## config.mk

```make
export PLATFORM = sky130hd
export DESIGN_NAME = addr_select
export DESIGN_NICKNAME = d
export VERILOG_FILES = /design/src/addr_select_pkg.sv /design/src/bus_sync.sv /design/src/addr_select.sv
export VERILOG_INCLUDE_DIRS = /design/src
export SDC_FILE = /design/constraint.sdc
export NUM_CORES = 1
export LEC_CHECK = 0
export CAP_MARGIN = 20
export CORE_MARGIN = 2
export CORE_UTILIZATION = 56
export CTS_CLUSTER_DIAMETER = 120
export CTS_CLUSTER_SIZE = 40
export DETAILED_ROUTE_END_ITERATION = 8
export DONT_BUFFER_PORTS = 1
export PLACE_DENSITY = 0.72
export SYNTH_ARGS = -nofsm -noshare
export SYNTH_HDL_FRONTEND = slang
export SYNTH_SLANG_ARGS = --single-unit
```

## constraint.sdc

```tcl
create_clock -name ref_clk -period 5.55 [get_ports ref_clk]
set_input_delay 1.11 -clock ref_clk [delete_from_list [all_inputs] [get_ports ref_clk]]
set_output_delay 1.11 -clock ref_clk [all_outputs]
set_load 0.05 [all_outputs]
```

## src/addr_select_defines.svh

```systemverilog
/*
 * Constants for the slave address select block: addresses, field positions
 * and bus timeout figures. Assumes inclusion by bare name, once per unit.
 */
`ifndef ADDR_SELECT_DEFINES_SVH
`define ADDR_SELECT_DEFINES_SVH

`define ADDR_DEFAULT 7'h2E
`define ADDR_STRAP_LO 7'h2C
`define ADDR_STRAP_HI 7'h2D
`define ADDR_MATCH_MSB 6
`define ADDR_MATCH_LSB 2
`define CLK_FREQ_HZ 40000000
`define TIMEOUT_MIN_MS 25
`define TIMEOUT_MAX_MS 35
`define TIMEOUT_CYCLES ((`CLK_FREQ_HZ / 1000) * `TIMEOUT_MIN_MS)

`endif

```

## src/addr_select_pkg.sv

```systemverilog
/*
 * Types shared by the slave address select block.
 * Assumes the defines header is compiled alongside.
 */
package addr_select_pkg;
    typedef struct packed {
        logic scl;
        logic sda;
    } bus_pins_t;

    typedef struct packed {
        logic strap_mode;
        logic locked;
        logic [6:0] address;
    } addr_state_t;

    typedef enum logic [4:0] {
        ST_IDLE = 5'b0_0001,
        ST_ADDR = 5'b0_0010,
        ST_ACK = 5'b0_0100,
        ST_BUSY = 5'b0_1000,
        ST_IGNORE = 5'b1_0000
    } slave_state_t;
endpackage

```

## src/bus_sync.sv

```systemverilog
/*
 * Two-flop synchroniser for the serial bus pins and strap pins.
 * Assumes the inputs are asynchronous to ref_clk.
 */
`timescale 1ns/1ps
`default_nettype none
module bus_sync #(
    parameter int WIDTH = 4
) (
    // Clock and reset
    input wire logic ref_clk,
    input wire logic rst_n,
    // Raw and synchronised levels
    input wire logic [WIDTH-1:0] raw,
    output logic [WIDTH-1:0] synced
);
    logic [WIDTH-1:0] stage1;
    logic [WIDTH-1:0] next_stage1;
    logic [WIDTH-1:0] next_synced;

    always_comb begin
        next_stage1 = raw;
        next_synced = stage1;
    end

    // Idle high keeps the bus quiet out of reset
    always_ff @(posedge ref_clk) begin
        if (!rst_n) begin
            stage1 <= '1;
            synced <= '1;
        end else begin
            stage1 <= next_stage1;
            synced <= next_synced;
        end
    end
endmodule
`default_nettype wire

```

## src/addr_select.sv

```systemverilog
/*
 * Slave address selection and commit for the monitoring device's serial
 * port, with start/stop tracking, address ack, timeout and idle return.
 * Assumes ref_clk at 40 MHz, rst_n as power-on reset, and a register
 * engine elsewhere that takes over after the address byte is acked.
 */
`timescale 1ns/1ps
`default_nettype none
`include "addr_select_defines.svh"

// Contract
// Strap enable high at power-up: answer only on default address 0101110.
// Strap enable low, select low: address 0101100.
// Strap enable low, select high: address 0101101.
// Sample strap enable at power-up; low enters strap mode following select.
// In strap mode latch address on first valid upper-five-bit match; latching here also needs the low two bits to match live_addr.
// In strap mode tach input 4 and fan drive 3 are not used for fans.
// Latched address holds until next power-on reset.
// Non-matching address or bad protocol: no ack, return to idle; the code holds a non-match in ST_IGNORE until a stop, start or timeout.
// Start followed at once by stop resets the interface to idle.
// Clock low over 25 ms aborts; ready for new start by 35 ms.
module addr_select
    import addr_select_pkg::*;
#(
    parameter int TIMEOUT_CYCLES = `TIMEOUT_CYCLES
) (
    // Clock and reset
    input wire logic ref_clk,
    input wire logic rst_n,
    // Serial bus, open drain data
    input wire addr_select_pkg::bus_pins_t bus_in,
    output logic sda_out,
    output logic sda_oe,
    // Straps shared with fan pins
    input wire logic strap_enable_n,
    input wire logic tach_input_4,
    // Fan function gating
    input wire logic fan_drive_3_req,
    output logic fan_drive_output_3,
    output logic fan_drive_output_3_oe,
    output logic tach_4_valid,
    // Status
    output addr_select_pkg::addr_state_t addr_state,
    output logic addr_hit,
    output logic bus_idle
);
    import addr_select_pkg::*;

    logic [3:0] synced;
    logic scl, sda, strap_en_s, strap_sel_s;
    bus_sync #(.WIDTH(4)) u_sync (
        .ref_clk(ref_clk),
        .rst_n(rst_n),
        .raw({bus_in.scl, bus_in.sda, strap_enable_n, tach_input_4}),
        .synced(synced)
    );
    assign scl = synced[3];
    assign sda = synced[2];
    assign strap_en_s = synced[1];
    assign strap_sel_s = synced[0];

    function automatic logic [6:0] strap_addr(input logic sel);
        strap_addr = sel ? `ADDR_STRAP_HI : `ADDR_STRAP_LO;
    endfunction

    function automatic logic upper_match(input logic [6:0] a, input logic [6:0] b);
        upper_match = (a[`ADDR_MATCH_MSB:`ADDR_MATCH_LSB] ==
                       b[`ADDR_MATCH_MSB:`ADDR_MATCH_LSB]);
    endfunction

    // Edge and condition detection on synced levels only
    logic scl_d, sda_d;
    logic scl_rise, scl_fall, start_cond, stop_cond;
    assign scl_rise = scl && !scl_d;
    assign scl_fall = !scl && scl_d;
    assign start_cond = scl && scl_d && sda_d && !sda;
    assign stop_cond = scl && scl_d && !sda_d && sda;

    // Strap capture happens after sync settles, not at reset itself
    logic [1:0] settle;
    logic sampled;
    slave_state_t state;
    logic [7:0] shift;
    logic [3:0] bit_cnt;
    logic [31:0] low_cnt;
    addr_state_t next_addr_state;
    slave_state_t next_state;
    logic [7:0] next_shift;
    logic [3:0] next_bit_cnt;
    logic next_sda_out, next_hit, next_sampled;
    logic [1:0] next_settle;
    logic [31:0] next_low_cnt;
    logic [6:0] live_addr;

    // Before lock the select pin is followed live; a late strap still counts
    always_comb begin
        if (!addr_state.strap_mode) begin
            live_addr = `ADDR_DEFAULT;
        end else if (addr_state.locked) begin
            live_addr = addr_state.address;
        end else begin
            live_addr = strap_addr(strap_sel_s);
        end
    end

    always_comb begin
        next_addr_state = addr_state;
        next_state = state;
        next_shift = shift;
        next_bit_cnt = bit_cnt;
        next_sda_out = sda_out;
        next_hit = 1'b0;
        next_settle = settle;
        next_sampled = sampled;
        next_low_cnt = scl ? 32'h0000_0000 : low_cnt + 32'h0000_0001;

        if (!sampled) begin
            if (settle != 2'h3) begin
                next_settle = settle + 2'h1;
            end else begin
                next_sampled = 1'b1;
                next_addr_state.strap_mode = !strap_en_s;
                next_addr_state.address = strap_en_s ? `ADDR_DEFAULT
                                                     : strap_addr(strap_sel_s);
            end
        end else if (stop_cond) begin
            // Any stop, one right after a start too, drops the port to idle
            next_state = ST_IDLE;
            next_sda_out = 1'b1;
        end else if (start_cond) begin
            next_state = ST_ADDR;
            next_bit_cnt = 4'h0;
            next_sda_out = 1'b1;
        end else if (low_cnt >= 32'(TIMEOUT_CYCLES) && state != ST_IDLE) begin
            // Abort only an open transfer; an idle port has nothing to reset
            next_state = ST_IDLE;
            next_sda_out = 1'b1;
        end else begin
            case (state)
                ST_IDLE: begin
                    next_sda_out = 1'b1;
                end
                ST_ADDR: begin
                    if (scl_rise) begin
                        next_shift = {shift[6:0], sda};
                        next_bit_cnt = bit_cnt + 4'h1;
                    end
                    if (scl_fall && bit_cnt == 4'h8) begin
                        if (shift[7:1] == live_addr) begin
                            next_state = ST_ACK;
                            next_sda_out = 1'b0;
                            next_hit = 1'b1;
                            if (addr_state.strap_mode && !addr_state.locked &&
                                upper_match(shift[7:1], live_addr)) begin
                                // One-shot: later select levels no longer matter
                                next_addr_state.locked = 1'b1;
                                next_addr_state.address = live_addr;
                            end
                        end else begin
                            next_state = ST_IGNORE;
                            next_sda_out = 1'b1;
                        end
                    end
                end
                ST_ACK: begin
                    if (scl_fall) begin
                        next_state = ST_BUSY;
                        next_sda_out = 1'b1;
                    end
                end
                ST_BUSY: begin
                    next_sda_out = 1'b1;
                end
                ST_IGNORE: begin
                    next_sda_out = 1'b1;
                end
                default: begin
                    next_state = ST_IDLE;
                    next_sda_out = 1'b1;
                end
            endcase
        end
    end

    always_ff @(posedge ref_clk) begin
        if (!rst_n) begin
            addr_state <= '{strap_mode: 1'b0, locked: 1'b0, address: `ADDR_DEFAULT};
            state <= ST_IDLE;
            shift <= 8'h00;
            bit_cnt <= 4'h0;
            sda_out <= 1'b1;
            addr_hit <= 1'b0;
            settle <= 2'h0;
            sampled <= 1'b0;
            low_cnt <= 32'h0000_0000;
            scl_d <= 1'b1;
            sda_d <= 1'b1;
        end else begin
            addr_state <= next_addr_state;
            state <= next_state;
            shift <= next_shift;
            bit_cnt <= next_bit_cnt;
            sda_out <= next_sda_out;
            addr_hit <= next_hit;
            settle <= next_settle;
            sampled <= next_sampled;
            low_cnt <= next_low_cnt;
            scl_d <= scl;
            sda_d <= sda;
        end
    end

    assign sda_oe = !sda_out;
    assign bus_idle = (state == ST_IDLE);
    // Strap pins stay inputs while they carry the address
    assign fan_drive_output_3 = 1'b0;
    assign fan_drive_output_3_oe = sampled && !addr_state.strap_mode &&
                                   fan_drive_3_req;
    assign tach_4_valid = sampled && !addr_state.strap_mode;
endmodule
`default_nettype wire

```

==> results of run 1 <==
## logic make-up after synthesis
kind of cell / after synthesis / share of synthesized area (%)
compound gates: 42 / 9.39
xor+xnor: 35 / 8.95
fa+ha+maj: 5 / 1.83
buf+inv: 28 / 3.36
flops: 73 / 42.7
mux: 15 / 4.50
other cells: 1 / 0.110
simple gates: 179 / 29.2
## power by group
group / total [mW] / leakage (nW) / switching (mW) / internal (mW)
clock: 0.383 / 0.0911 / 0.199 / 0.184
sequential: 0.558 / 0.591 / 0.0215 / 0.536
combinational: 0.0741 / 0.583 / 0.0481 / 0.0260
total: 1.01 / 1.26 / 0.268 / 0.746
## cell type report
cell class	instances	share of cell area [%]
multi-input combinational	277	50.5
clock inverter	5	0.819
inverter	15	1.53
sequential	73	39.8
timing repair buffer	2	0.614
clock buffer	11	4.13
tap	75	2.56
## path summary, 6_finish.rpt
path         slack (ps)  cells past startpoint                   from                    end
min reg2reg         410                      1  u_sync.next_synced[3]       u_sync.synced[3]
min                 410                      1  u_sync.next_synced[3]       u_sync.synced[3]
max                2110                      2          addr_state[8]  fan_drive_output_3_oe
max reg2reg        2840                      6          addr_state[8]          addr_state[1]
## routing by layer
metal	vias up	track usage [%]
met1	1241	28.1
met2	50	33.1
met5	-	0
met3	10	4.13
li1	1313	-
met4	0	9.83
## placed cells by master (no fill, tap or decap), types with 2 or more instances in the layout
cell                         netlist  layout
sky130_fd_sc_hd__and3b_1           2       2
sky130_fd_sc_hd__a211oi_1          2       2
sky130_fd_sc_hd__nand4_2           2       2
sky130_fd_sc_hd__nand4_1           8       8
sky130_fd_sc_hd__xor2_1           26      26
sky130_fd_sc_hd__and4_1            4       4
sky130_fd_sc_hd__a21o_1            2       2
sky130_fd_sc_hd__clkbuf_8          0      11
sky130_fd_sc_hd__nor2_1           54      54
sky130_fd_sc_hd__o21ai_0           6       6
sky130_fd_sc_hd__mux2_1            3       3
sky130_fd_sc_hd__clkinv_2          0       3
sky130_fd_sc_hd__nand2b_1         14      14
sky130_fd_sc_hd__xnor2_1           9       9
sky130_fd_sc_hd__a31oi_1           2       2
sky130_fd_sc_hd__nand3_1          18      18
sky130_fd_sc_hd__nor2b_1           2       2
sky130_fd_sc_hd__and2_1            2       2
sky130_fd_sc_hd__o31ai_1           2       2
sky130_fd_sc_hd__inv_2             2       2
sky130_fd_sc_hd__nor4_4            2       2
sky130_fd_sc_hd__mux2i_1          12      12
sky130_fd_sc_hd__dfxtp_1          73      73
sky130_fd_sc_hd__ha_1              5       5
sky130_fd_sc_hd__nor3b_1           2       2
sky130_fd_sc_hd__nor4_2            3       4
sky130_fd_sc_hd__and3_1            6       6
sky130_fd_sc_hd__nor3_1            7       7
sky130_fd_sc_hd__or3_1             3       3
sky130_fd_sc_hd__nor2_2            2       2
sky130_fd_sc_hd__inv_1            13      13
sky130_fd_sc_hd__a311oi_1          2       2
sky130_fd_sc_hd__nand3b_1          5       5
sky130_fd_sc_hd__nand2_1          31      31
sky130_fd_sc_hd__o21ai_1           5       5
sky130_fd_sc_hd__nor4_1            6       5
sky130_fd_sc_hd__a21oi_1           8       8
sky130_fd_sc_hd__clkinvlp_4        0       2
## cells in the mapped netlist (all sizes together) (3+ instances only)
| cell type | number | area share [%] |
|---|---|---|
| dfxtp | 73 | 43 |
| nor2 | 56 | 6.3 |
| nand2 | 31 | 3.4 |
| xor2 | 26 | 6.7 |
| nand3 | 19 | 2.9 |
| inv | 15 | 1.6 |
| nand2b | 14 | 2.6 |
| mux2i | 12 | 3.5 |
| nor4 | 11 | 3.4 |
| o21ai | 11 | 1.6 |
| nand4 | 10 | 2.2 |
| clkbuf | 9 | 0.99 |
| xnor2 | 9 | 2.3 |
| a21oi | 8 | 1.2 |
| nor3 | 7 | 1.0 |
| and3 | 6 | 1.1 |
| ha | 5 | 1.8 |
| nand3b | 5 | 1.1 |
| and4 | 4 | 1.0 |
| buf | 4 | 0.73 |
| a31oi | 3 | 0.99 |
| mux2 | 3 | 0.99 |
| nor4b | 3 | 1.4 |
| or3 | 3 | 0.55 |
## state kept, by name (all words and copies together) (netlist names)
| register | flops |
|---|---|
| shift | 8 |
| u_sync.next_synced | 4 |
| u_sync.synced | 4 |
| scl_d | 1 |
| settle | 2 |
| addr_hit | 1 |
| low_cnt | 32 |
| sampled | 1 |
| bit_cnt | 4 |
| sda_out | 1 |
| addr_state | 9 |
| sda_d | 1 |
| state | 5 |
## worst register-to-register path, stage by stage, from the launching register on
cell and delay [ps]:
sky130_fd_sc_hd__dfxtp_1 840, sky130_fd_sc_hd__nand2_1 270, sky130_fd_sc_hd__a21o_1 220, sky130_fd_sc_hd__a311oi_1 430, sky130_fd_sc_hd__nor4b_4 140, sky130_fd_sc_hd__a31oi_4 340, sky130_fd_sc_hd__mux2_1 370
## stage by stage
| stage | util, % | power (mW) | worst slack (ps) |
|---|---|---|---|
| after floorplan | - | 0.632 | 2510 |
| after global placement | 58.6 | 0.639 | 2470 |
| after detailed placement | 58.9 | 0.644 | 2470 |
| after CTS | 62.0 | 1.02 | 2100 |
| after global routing | 62.0 | 1.05 | 2040 |
| final | 62.0 | 1.01 | 2110 |
==> run summary, run 1 <==
The peak per-stage delay on the critical path is 860 ps, and the number of iterations in the first detailed-routing pass is 4. During synthesis, Yosys emitted a total of 0 warnings. The HPWL after detailed placement is 4550 um. Counting tap cells, the placed design contains a total of 442 instances. The run gives 32 as the pin count of the biggest net entering global routing. The run gives 4440 ps as the worst endpoint required time. The run gives 36.3% as the worst relative slew slack. Of all nets on the critical path, the largest fanout is 10. The static leakage power was 1.26 nW; the weighted congestion at the end of routability-driven global placement was 0.888. Once the clock tree was built, the setup fixing pass inserted 0 buffers. The detailed-routed wire length on met3 came out at 281 um. The number of gates resized after CTS was 0. Total inserted antenna cells: 0. The final setup TNS is 0 ps, and the global-route wire length before repair is 10900 um. In this run the core area contains 28 standard-cell rows. Initial core utilization: 57.8%. For this block, the routed nets add up to 6630 um of wire.

In this run the cell area measured after placement is 3490 sq um. The run finished with clean final reports. During placement, the flow inserted port buffers numbering 0.

The floorplan step defined a die boundary enclosing 6750 sq um. TritonCTS built the clock tree. The critical path is of the reg -> out type. Kind of cell with the highest combined delay on the critical path: simple AND/OR/NAND/NOR gates. Counting distinct cell types in the post-synthesis netlist gives 58.

For the pin with the worst max-slew slack, the measured transition is 951 ps. The total count of max-transition violations in the final report is 0. Counting flops and latches in the post-synthesis netlist gives 73.

The I/O pin count was 23. The overall global routing resource usage is 21.1%. No sink is reached through more buffers than the 2 on the longest clock path. CTS clock-pin slew for the worst setup and hold paths: 80 ps. A synthesized cell averages 9.06 sq um. The smallest clock period supported by the final layout is computed as 3440 ps. In this run the remaining antenna-violating nets after routing total 0. The run gives 2330 ps as the data arrival time of the critical path.

For this run the aggregate overflow at the end of global routing stands at 0. In this run the vertical extent of the chip is 82.2 um. Signal routing reaches up to met4.

The post-route cell area was 3670 sq um. The worst voltage drop across the vdd grid is 0.268 mV, and the count of final setup violators is 0. STA classifies the critical path startpoint as a flip-flop. Met1 routed wirelength after detailed routing: 3180 um.

Detailed routing placed a total of 3070 um of wire on met2. Between clock sinks in the finished design, the worst skew comes to 10.7 ps. In the final layout, the multi-input gates occupy 1850 sq um. The tree is rooted in a sky130_fd_sc_hd__clkbuf_8. For this design, the sink count on the clock tree is 73. Setup repair after global routing left no endpoint under its margin. Max-cap violations in this run came to 0. The logs give 390 for the final-stage net count and 2614 for the total number of vias. The worst path uses 61.9% of the clock period. The ratio of total power to cell area is 277 nW/um^2, and the count of routing violations after the opening detailed-route iteration is 134.

The worst hold slack was 411 ps. The slowest stage of the critical path belongs to the cell sky130_fd_sc_hd__nor2_1. For this run, the register share of the synthesized area comes to 42.7%. For this run, the top clock speed supported by timing is 291 MHz. The number of standard cells after synthesis came out at 378. The layout has 503 filler cells.

The number of antenna violations at the first check in global routing came out at 0. Among all flip-flop cells after synthesis, the most frequent one is sky130_fd_sc_hd__dfxtp_1. Summing all flip-flop and latch instances after layout gives 1460 sq um.

Dividing the detail-routed wire length by the instance count gives 14.5 um. The worst setup path is captured at an output port. After synthesis, the share of flip-flops with an asynchronous set or reset is 0%. After the flow finishes, the layout carries non-filler instances totaling 458. The clock tree synthesis step divided the H-tree into 3 levels. The worst min-delay path class is reg -> reg. The critical path goes through nor2_1 -> and2_1. The final number of hold-violating endpoints came out at 0.

The run gives 2380 as the via count of the first global-routing pass. Of the cells placed in the final design, the portion with a size suffix greater than 1 is 9.92%. Via-per-instance ratio: 5.71.

The number of enable-type register cells in the synthesized netlist is 0. Clock latency on the worst-skew pair, taken at its later pin, is 350 ps. The mapped netlist covers 3420 sq um. In this run, CTS created clock tree buffers numbering 9. Measured along the x axis, the die boundary spans 82.2 um. Buffers inserted to repair hold after CTS numbered 0. The area of the core region was 5920 sq um. Compared with the post-synthesis result, the final layout area differs by 7.16%. Counting every net in the synthesized netlist gives 390. For this run, design rule violations remaining after detail routing come to 0. The sum of buffers and inverters on the critical path works out to 0.
No activity file was read; power rests on OpenSTA's default activity.
==> inputs of run 2 (changes only) <==
clock period = 3.4 ns   (was 5.55 ns; I/O delays follow)
==> run 2 against run 1 <==
  * Combinational power up 85%
  * Setup slack worse by 1300 ps
  * Hold slack got worse by 2.6 ps
  * Power grew 85%
  * Critical path depth rose by 2
  * Sequential share of layout area decreased by 0.92 points
  * Clock-buffer cell count down 1
  * Critical path type unchanged
  * Largest cell class unchanged
==> run summary, run 2 (synthesized netlist as in run 1, its figures left out) <==
The total count of max-transition violations in the final report is 0 (unchanged), and the static leakage power is 1.31 nW (was 1.26 nW). Number of antenna violations at the first check in global routing: 0 (unchanged). The run gives 10900 um (about the same) as the global-route wire length before repair. Highest-count cells in the layout ignoring fill and taps: 73 x sky130_fd_sc_hd__dfxtp_1, 54 x sky130_fd_sc_hd__nor2_1, 31 x sky130_fd_sc_hd__nand2_1, 26 x sky130_fd_sc_hd__xor2_1, 18 x sky130_fd_sc_hd__nand3_1 (unchanged). Launching element type of the critical path: a flip-flop (unchanged). The final-stage net count was 393 (was 390). The run gives 21.1% (about the same) as the overall global routing resource usage. The run finished with clean final reports. The run gives 49.7% (was 36.3%) as the worst relative slew slack. The kind of cell with the highest combined delay on the critical path is simple AND/OR/NAND/NOR gates (unchanged). Largest registers ranked by flip-flop count: low_cnt x32, addr_state x9, shift x8 (unchanged). The fraction of the core area covered by cells at the end of the flow came out at 63.4% (was 62.0%). The run gives 9 (unchanged) as the number of CTS-inserted buffers. Cells traversed along the worst timing path: inv_1 -> nor2_1 -> buf_4 -> and2_1 (was nor2_1 -> and2_1). Register with the most flip-flops: low_cnt (unchanged). The die footprint was 6750 sq um (unchanged); the ratio of total power to cell area was 499 nW/um^2 (was 277 nW/um^2). The initial core utilization was 57.8% (unchanged).

The CTS clock-pin slew for the worst setup and hold paths was 70 ps (was 80 ps). The run gives 23 (unchanged) as the I/O pin count. Setup repair after global routing left no endpoint under its margin. The final wirelength is 6580 um (was 6630 um), and the die span in x is 82.2 um (unchanged).

The tools report the pin count of the biggest net entering global routing as 32 (unchanged). The final number of hold-violating endpoints was 0 (unchanged); the final total power was 1.87 mW (was 1.01 mW). The average wire per cell in the routed design was 14.3 um (was 14.5 um). The highest achievable clock rate was 391 MHz; the count of routing violations after the opening detailed-route iteration was 143 (was 134). The clock sink count was 73 (unchanged); the hold-fix buffer count after cts was 0 (unchanged).

The weighted congestion at the end of routability-driven global placement was 0.920 (was 0.888). Share of the clock period used by the worst path after layout: 75.1%. The startpoint of the worst-slack reg-to-reg timing path is addr_state[1] (was addr_state[8]). The sum of overflow across all layers after global routing is 0 (unchanged). The site row count was 28 (unchanged). The cell total after placement is 445 (was 442). For the maximum buffer depth of the clock tree, the log shows 2 (unchanged). The logs give 461 (was 458) for the post-route non-filler standard cell count and 0.410 mV (was 0.268 mV) for the worst voltage drop across the vdd grid. The max-cap check violation count is 0 (unchanged), and the largest fanout of any net on the critical path is 11 (was 10). Number of iterations in the first detailed-routing pass: 4 (unchanged). The fraction of final layout cells sized beyond drive strength 1 is 10.6% (was 9.92%), and the peak per-stage delay on the critical path is 540 ps (was 860 ps).

Number of H-tree branching levels: 3 (unchanged). Most common cell after layout, fill and taps aside: sky130_fd_sc_hd__dfxtp_1 (unchanged). Worst setup margin: 846 ps (was 2110 ps).

The worst min-delay path class is reg -> reg (unchanged). The pre-CTS worst setup slack is 1100 ps (was 2470 ps), and the HPWL reported at the end of detailed placement is 4600 um (was 4550 um). The worst endpoint required time came out at 2720 ps (was 4440 ps). TritonCTS built the clock tree. The via-per-instance ratio was 5.61 (was 5.71). The sum of buffers and inverters on the critical path was 2 (was 0); the worst setup skew after layout was 12.0 ps (was 10.7 ps). The count of final setup violators was 0 (unchanged). Count of unresolved DRC violations after routing: 0 (unchanged).

Remaining number of nets flagged by the antenna check after routing: 0 (unchanged). The tools report the beginning of the critical path as sampled (was addr_state[8]). The total inserted antenna cells was 0 (unchanged). The tools report the critical hold path startpoint as u_sync.next_synced[2] (was u_sync.next_synced[3]). The tools report the endpoint type of the worst setup path as an output port (unchanged). Final setup TNS: 0 ps (unchanged).

Clock tree root driver cell: sky130_fd_sc_hd__clkbuf_8 (unchanged). The tools report the data arrival time of the critical path as 1870 ps (was 2330 ps). For the via count of the first global-routing pass, the log shows 2470 (was 2380). The slew at the pin closest to its max-slew limit was 753 ps (was 951 ps); the number of port buffers was 0 (unchanged).

The number of gates resized after cts is 0 (unchanged), and the area of the core region is 5920 sq um (unchanged). The library cell contributing the largest single delay on the critical path is sky130_fd_sc_hd__dfxtp_1 (was sky130_fd_sc_hd__nor2_1). The latest clock arrival within the worst-skew pair is 340 ps (was 350 ps), and the post-CTS setup buffer count is 0 (unchanged).

The area added between synthesis and finish is 9.69% (was 7.16%), and the final period demand of the worst path is 2550 ps. The number of flip-flops under the largest register name was 32 (unchanged). The critical path class is reg -> out (unchanged).

Die height: 82.2 um (unchanged). The total number of vias was 2588 (was 2614).
## run 2: metrics by stage
stage,hold WS (ps),instance area (sq um)
detailed placement,393,3500
global placement,388,3500
floorplan,386,3420
global route,399,3750
finish,409,3750
CTS,401,3750
## run 2: cell type report
cell class / count / area [sq um]
Sequential cell: 73 / 1460
Multi-Input combinational cell: 277 / 1850
Clock buffer: 10 / 138
Inverter: 15 / 56.3
Clock inverter: 6 / 115
Timing Repair Buffer: 5 / 37.5
Fill cell: 515 / 2170
Tap cell: 75 / 93.8
## run 2: power breakdown
group          switching [mW]  leakage (nW)  internal [mW]
clock network           0.329         0.123          0.510
registers              0.0219         0.591          0.875
logic                  0.0894         0.596         0.0472
## run 2: path summary, 6_finish.rpt
check	slack, ps	depth (start not counted)	to
max	850	4	fan_drive_output_3_oe
min	410	1	u_sync.synced[2]
max reg2reg	1120	6	addr_state[1]
min reg2reg	410	1	u_sync.synced[2]
## run 2: per-layer routing
layer	global-route usage [%]	up-vias	part of all wire (%)
li1	-	1315	-
met1	27.0	1216	47
met2	34.0	45	46
met3	4.13	12	4.5
met4	10.3	0	2.2
met5	0	-	0
==> inputs of run 3 (changes only) <==
ABC_AREA = 1   (was default)
clock period = 2.55 ns   (was 3.4 ns; I/O delays follow)
==> run 3 against run 2 <==
  * Synthesized cell count up 26%
  * Power up 39%
  * Sequential power up 38%
  * Register-to-register slack worse by 520 ps
  * Clock power up 23%
  * Hold slack worse by 180 ps
  * First-iteration DRC count down 20%
  * Setup slack worse by 280 ps
  * Global-route usage about the same
  * Utilization up 1.2 points
  * Clock-buffer cell count unchanged
  * Sequential share of layout area down 1.1 points
  * Critical path type unchanged
  * Critical endpoint unchanged
  * Highest routed layer unchanged
==> run summary, run 3 <==
The tools report the clock sink count as 73 (unchanged). The via count of the first global-routing pass was 2834 (was 2470). The peak per-stage delay on the critical path was 580 ps (was 540 ps); the die footprint was 6900 sq um (was 6750 sq um). The tools report the footprint of the multi-input gates as 1740 sq um (was 1850 sq um). The total number of vias came out at 2991 (was 2588).

The run gives 563 ps (was 846 ps) as the worst setup margin. The final-stage net count was 504 (was 393). Largest registers ranked by flip-flop count: low_cnt x32, addr_state x9, shift x8 (unchanged).

For the I/O pin count, the log shows 23 (unchanged). Cells traversed along the worst timing path: and3_1 (was inv_1 -> nor2_1 -> buf_4 -> and2_1). The post-CTS setup buffer count came out at 0 (unchanged). The number of iterations in the first detailed-routing pass was 4 (unchanged); the count of routing violations after the opening detailed-route iteration was 114 (was 143). The area added between synthesis and finish came out at 10.5% (was 9.69%). The HPWL reported at the end of detailed placement is 4990 um (was 4600 um).

The biggest area consumer among synthesized cells is sky130_fd_sc_hd__dfxtp_1 (unchanged). The final wirelength is 6910 um (was 6580 um), and the die height is 83.1 um (was 82.2 um). Critical path class: reg -> out (unchanged).

Data arrival time of the critical path: 1480 ps (was 1870 ps). The global-route wire length before repair is 12000 um (was 10900 um), and the slew at the pin closest to its max-slew limit is 612 ps (was 753 ps). The sum of overflow across all layers after global routing is 0 (unchanged), and the max-cap check violation count is 0 (unchanged). The register bit total from synthesis was 73 (unchanged); the via-per-instance ratio was 5.23 (was 5.61).

The fraction of final layout cells sized beyond drive strength 1 came out at 14.7% (was 10.6%). The average wire per cell in the routed design was 12.1 um (was 14.3 um); the final total power was 2.60 mW (was 1.87 mW). The worst relative slew slack was 59.1% (was 49.7%); the post-synthesis net count was 489 (was 390).

The number of H-tree branching levels is 3 (unchanged), and the count of unresolved DRC violations after routing is 0 (unchanged). The tools report the weighted congestion at the end of routability-driven global placement as 0.875 (was 0.920). The initial core utilization is 58.4% (was 57.8%). The worst voltage drop across the vdd grid came out at 0.403 mV (was 0.410 mV). Post-route cell area: 3870 sq um (was 3750 sq um). The sum of buffers and inverters on the critical path is 0 (was 2), and the number of port buffers is 0 (unchanged). Latest clock arrival within the worst-skew pair: 350 ps (was 340 ps). The library cell contributing the largest single delay on the critical path was sky130_fd_sc_hd__dfxtp_1 (unchanged). The pre-CTS worst setup slack is 647 ps (was 1100 ps), and the combined area of all synthesized cells is 3500 sq um (was 3420 sq um). The ratio of total power to cell area is 671 nW/um^2 (was 499 nW/um^2), and the area of the core region is 5990 sq um (was 5920 sq um).

The endpoint type of the worst setup path was an output port (unchanged). The run gives 477 (was 378) as the number of standard cells after synthesis. The static leakage power is 1.41 nW (was 1.31 nW). Dividing the final minimum period by the clock period gives 77.9%. Highest-count cells in the layout ignoring fill and taps: 73 x sky130_fd_sc_hd__dfxtp_1, 72 x sky130_fd_sc_hd__nand2_1, 68 x sky130_fd_sc_hd__inv_1, 60 x sky130_fd_sc_hd__nor2_1, 34 x sky130_fd_sc_hd__a21oi_1 (was 73 x sky130_fd_sc_hd__dfxtp_1, 54 x sky130_fd_sc_hd__nor2_1, 31 x sky130_fd_sc_hd__nand2_1, 26 x sky130_fd_sc_hd__xor2_1, 18 x sky130_fd_sc_hd__nand3_1).

The overall global routing resource usage was 21.1% (about the same); the site row count was 28 (unchanged). The final period demand of the worst path was 1990 ps; the number of gates resized after cts was 0 (unchanged). Setup repair after global routing left no endpoint under its margin. The die span in x is 83.1 um (was 82.2 um), and the maximum buffer depth of the clock tree is 2 (unchanged). Kind of cell with the highest combined delay on the critical path: flip-flops (was simple AND/OR/NAND/NOR gates). Worst endpoint required time: 2040 ps (was 2720 ps). The average cell area after synthesis is 7.34 sq um (was 9.06 sq um), and the count of final setup violators is 0 (unchanged). The worst min-delay path class was in -> reg (was reg -> reg).

The share of synthesized area occupied by flip-flops and latches came out at 41.8% (was 42.7%). Worst setup skew after layout: 6.36 ps (was 12.0 ps). The library cell with the highest instance count after synthesis was sky130_fd_sc_hd__dfxtp_1 (unchanged).

The remaining number of nets flagged by the antenna check after routing was 0 (unchanged). The largest fanout of any net on the critical path was 10 (was 11); the total count of max-transition violations in the final report was 0 (unchanged). The logs give 3640 sq um (was 3500 sq um) for the post-placement cell area and 22 (was 32) for the pin count of the biggest net entering global routing. The number of enable-type register cells in the synthesized netlist was 0 (unchanged); the number of filler instances in the final layout was 534 (was 515).

The tools report the number of antenna violations at the first check in global routing as 0 (unchanged). The run gives 0 (unchanged) as the total inserted antenna cells. The tools report the clock tree root driver cell as sky130_fd_sc_hd__clkbuf_8 (unchanged). The run finished with clean final reports. The async set or reset register ratio after synthesis came out at 0% (unchanged).

Cell types occupying the most area after synthesis: sky130_fd_sc_hd__dfxtp_1 42%, sky130_fd_sc_hd__nand2_1 7.7%, sky130_fd_sc_hd__inv_1 7.3% (was sky130_fd_sc_hd__dfxtp_1 43%, sky130_fd_sc_hd__xor2_1 6.7%, sky130_fd_sc_hd__nor2_1 5.9%). The register with the most flip-flops is low_cnt (unchanged). The CTS clock-pin slew for the worst setup and hold paths was 80 ps (was 70 ps). TritonCTS built the clock tree. Launching element type of the critical path: a flip-flop (unchanged). The final setup TNS is 0 ps (unchanged). The area taken by flip-flops and latches was 1460 sq um (unchanged); the highest achievable clock rate was 503 MHz.

The share of the synthesized area in the top cell type is 41.8% (was 42.7%), and the number of CTS-inserted buffers is 9 (unchanged). The predominant post-synthesis flop cell is sky130_fd_sc_hd__dfxtp_1 (unchanged). The final number of hold-violating endpoints came out at 0 (unchanged). The run gives 0 (unchanged) as the synthesis warning total. The distinct cell type count of the synthesized netlist is 40 (was 58).

The tools report the hold-fix buffer count after cts as 0 (unchanged). Number of flip-flops under the largest register name: 32 (unchanged). Ranking of synthesized cells by instance count: 73 x sky130_fd_sc_hd__dfxtp_1, 72 x sky130_fd_sc_hd__nand2_1, 68 x sky130_fd_sc_hd__inv_1, 60 x sky130_fd_sc_hd__nor2_1, 34 x sky130_fd_sc_hd__a21oi_1 (was 73 x sky130_fd_sc_hd__dfxtp_1, 54 x sky130_fd_sc_hd__nor2_1, 31 x sky130_fd_sc_hd__nand2_1, 26 x sky130_fd_sc_hd__xor2_1, 18 x sky130_fd_sc_hd__nand3_1). The most common cell after layout, fill and taps aside is sky130_fd_sc_hd__dfxtp_1 (unchanged).
## run 3: cell types whose count changed after synthesis, moves of 7 or more
cell	change
sky130_fd_sc_hd__clkbuf_1	-7
sky130_fd_sc_hd__nand2_1	+41
sky130_fd_sc_hd__inv_1	+55
sky130_fd_sc_hd__nand2b_1	-14
sky130_fd_sc_hd__mux2i_1	-12
sky130_fd_sc_hd__a21oi_1	+26
sky130_fd_sc_hd__or2_2	+9
sky130_fd_sc_hd__xor2_1	-17
sky130_fd_sc_hd__nor3_1	+14
sky130_fd_sc_hd__nand2_2	+8
sky130_fd_sc_hd__o21ai_0	+22
sky130_fd_sc_hd__xnor2_1	-8
## run 3: path summary, 6_finish.rpt
kind                         start                    end  slack, ps  cells past startpoint
max                        sampled  fan_drive_output_3_oe        560                      1
min                          rst_n                  sda_d        230                      1
max reg2reg             low_cnt[0]            low_cnt[30]        600                     10
min reg2reg  u_sync.next_synced[3]       u_sync.synced[3]        420                      1
## run 3: power by group
part           switching (mW)  total, mW  internal, mW  leakage, nW
Sequential             0.0521       1.24          1.19        0.591
Clock                   0.447       1.03         0.579        0.105
Combinational           0.231      0.331        0.0999        0.711
## run 3: cell families (layout without fill, tap and decap cells)
group / Yosys count / after routing / synth area share [%]
fa+ha+maj: 5 / 5 / 1.79
other cells: 1 / 1 / 0.107
flops: 73 / 73 / 41.8
simple gates: 233 / 233 / 33.0
compound gates: 78 / 78 / 12.2
xor+xnor: 10 / 10 / 2.50
buf+inv: 77 / 97 / 8.65
## run 3: metrics by stage
stage | instances | util, % | hold slack, ps
4_1_cts | 572 | 64.6 | 214
3_5_place_dp | 556 | 60.8 | 402
3_3_place_gp | 556 | 60.8 | 401
5_1_grt | 572 | 64.6 | 204
2_1_floorplan | 477 | - | 393
6_report | 572 | 64.6 | 230
## run 3: cell type report
class / instances / share of cell area [%]
flip-flops and latches: 73 / 37.8
well taps: 75 / 2.43
repair buffers: 12 / 2.33
clock buffers: 10 / 3.56
inverters: 69 / 6.69
multi-input cells: 327 / 44.9
clock inverters: 6 / 2.36
## run 3: routing by layer
| metal | vias to the layer above | wire (um) | global-route usage [%] |
|---|---|---|---|
| met4 | 0 | 119 | 8.49 |
| met2 | 68 | 3300 | 36.7 |
| met1 | 1331 | 3180 | 24.7 |
| li1 | 1578 | - | - |
| met5 | - | 0 | 0 |
| met3 | 14 | 304 | 5.37 |
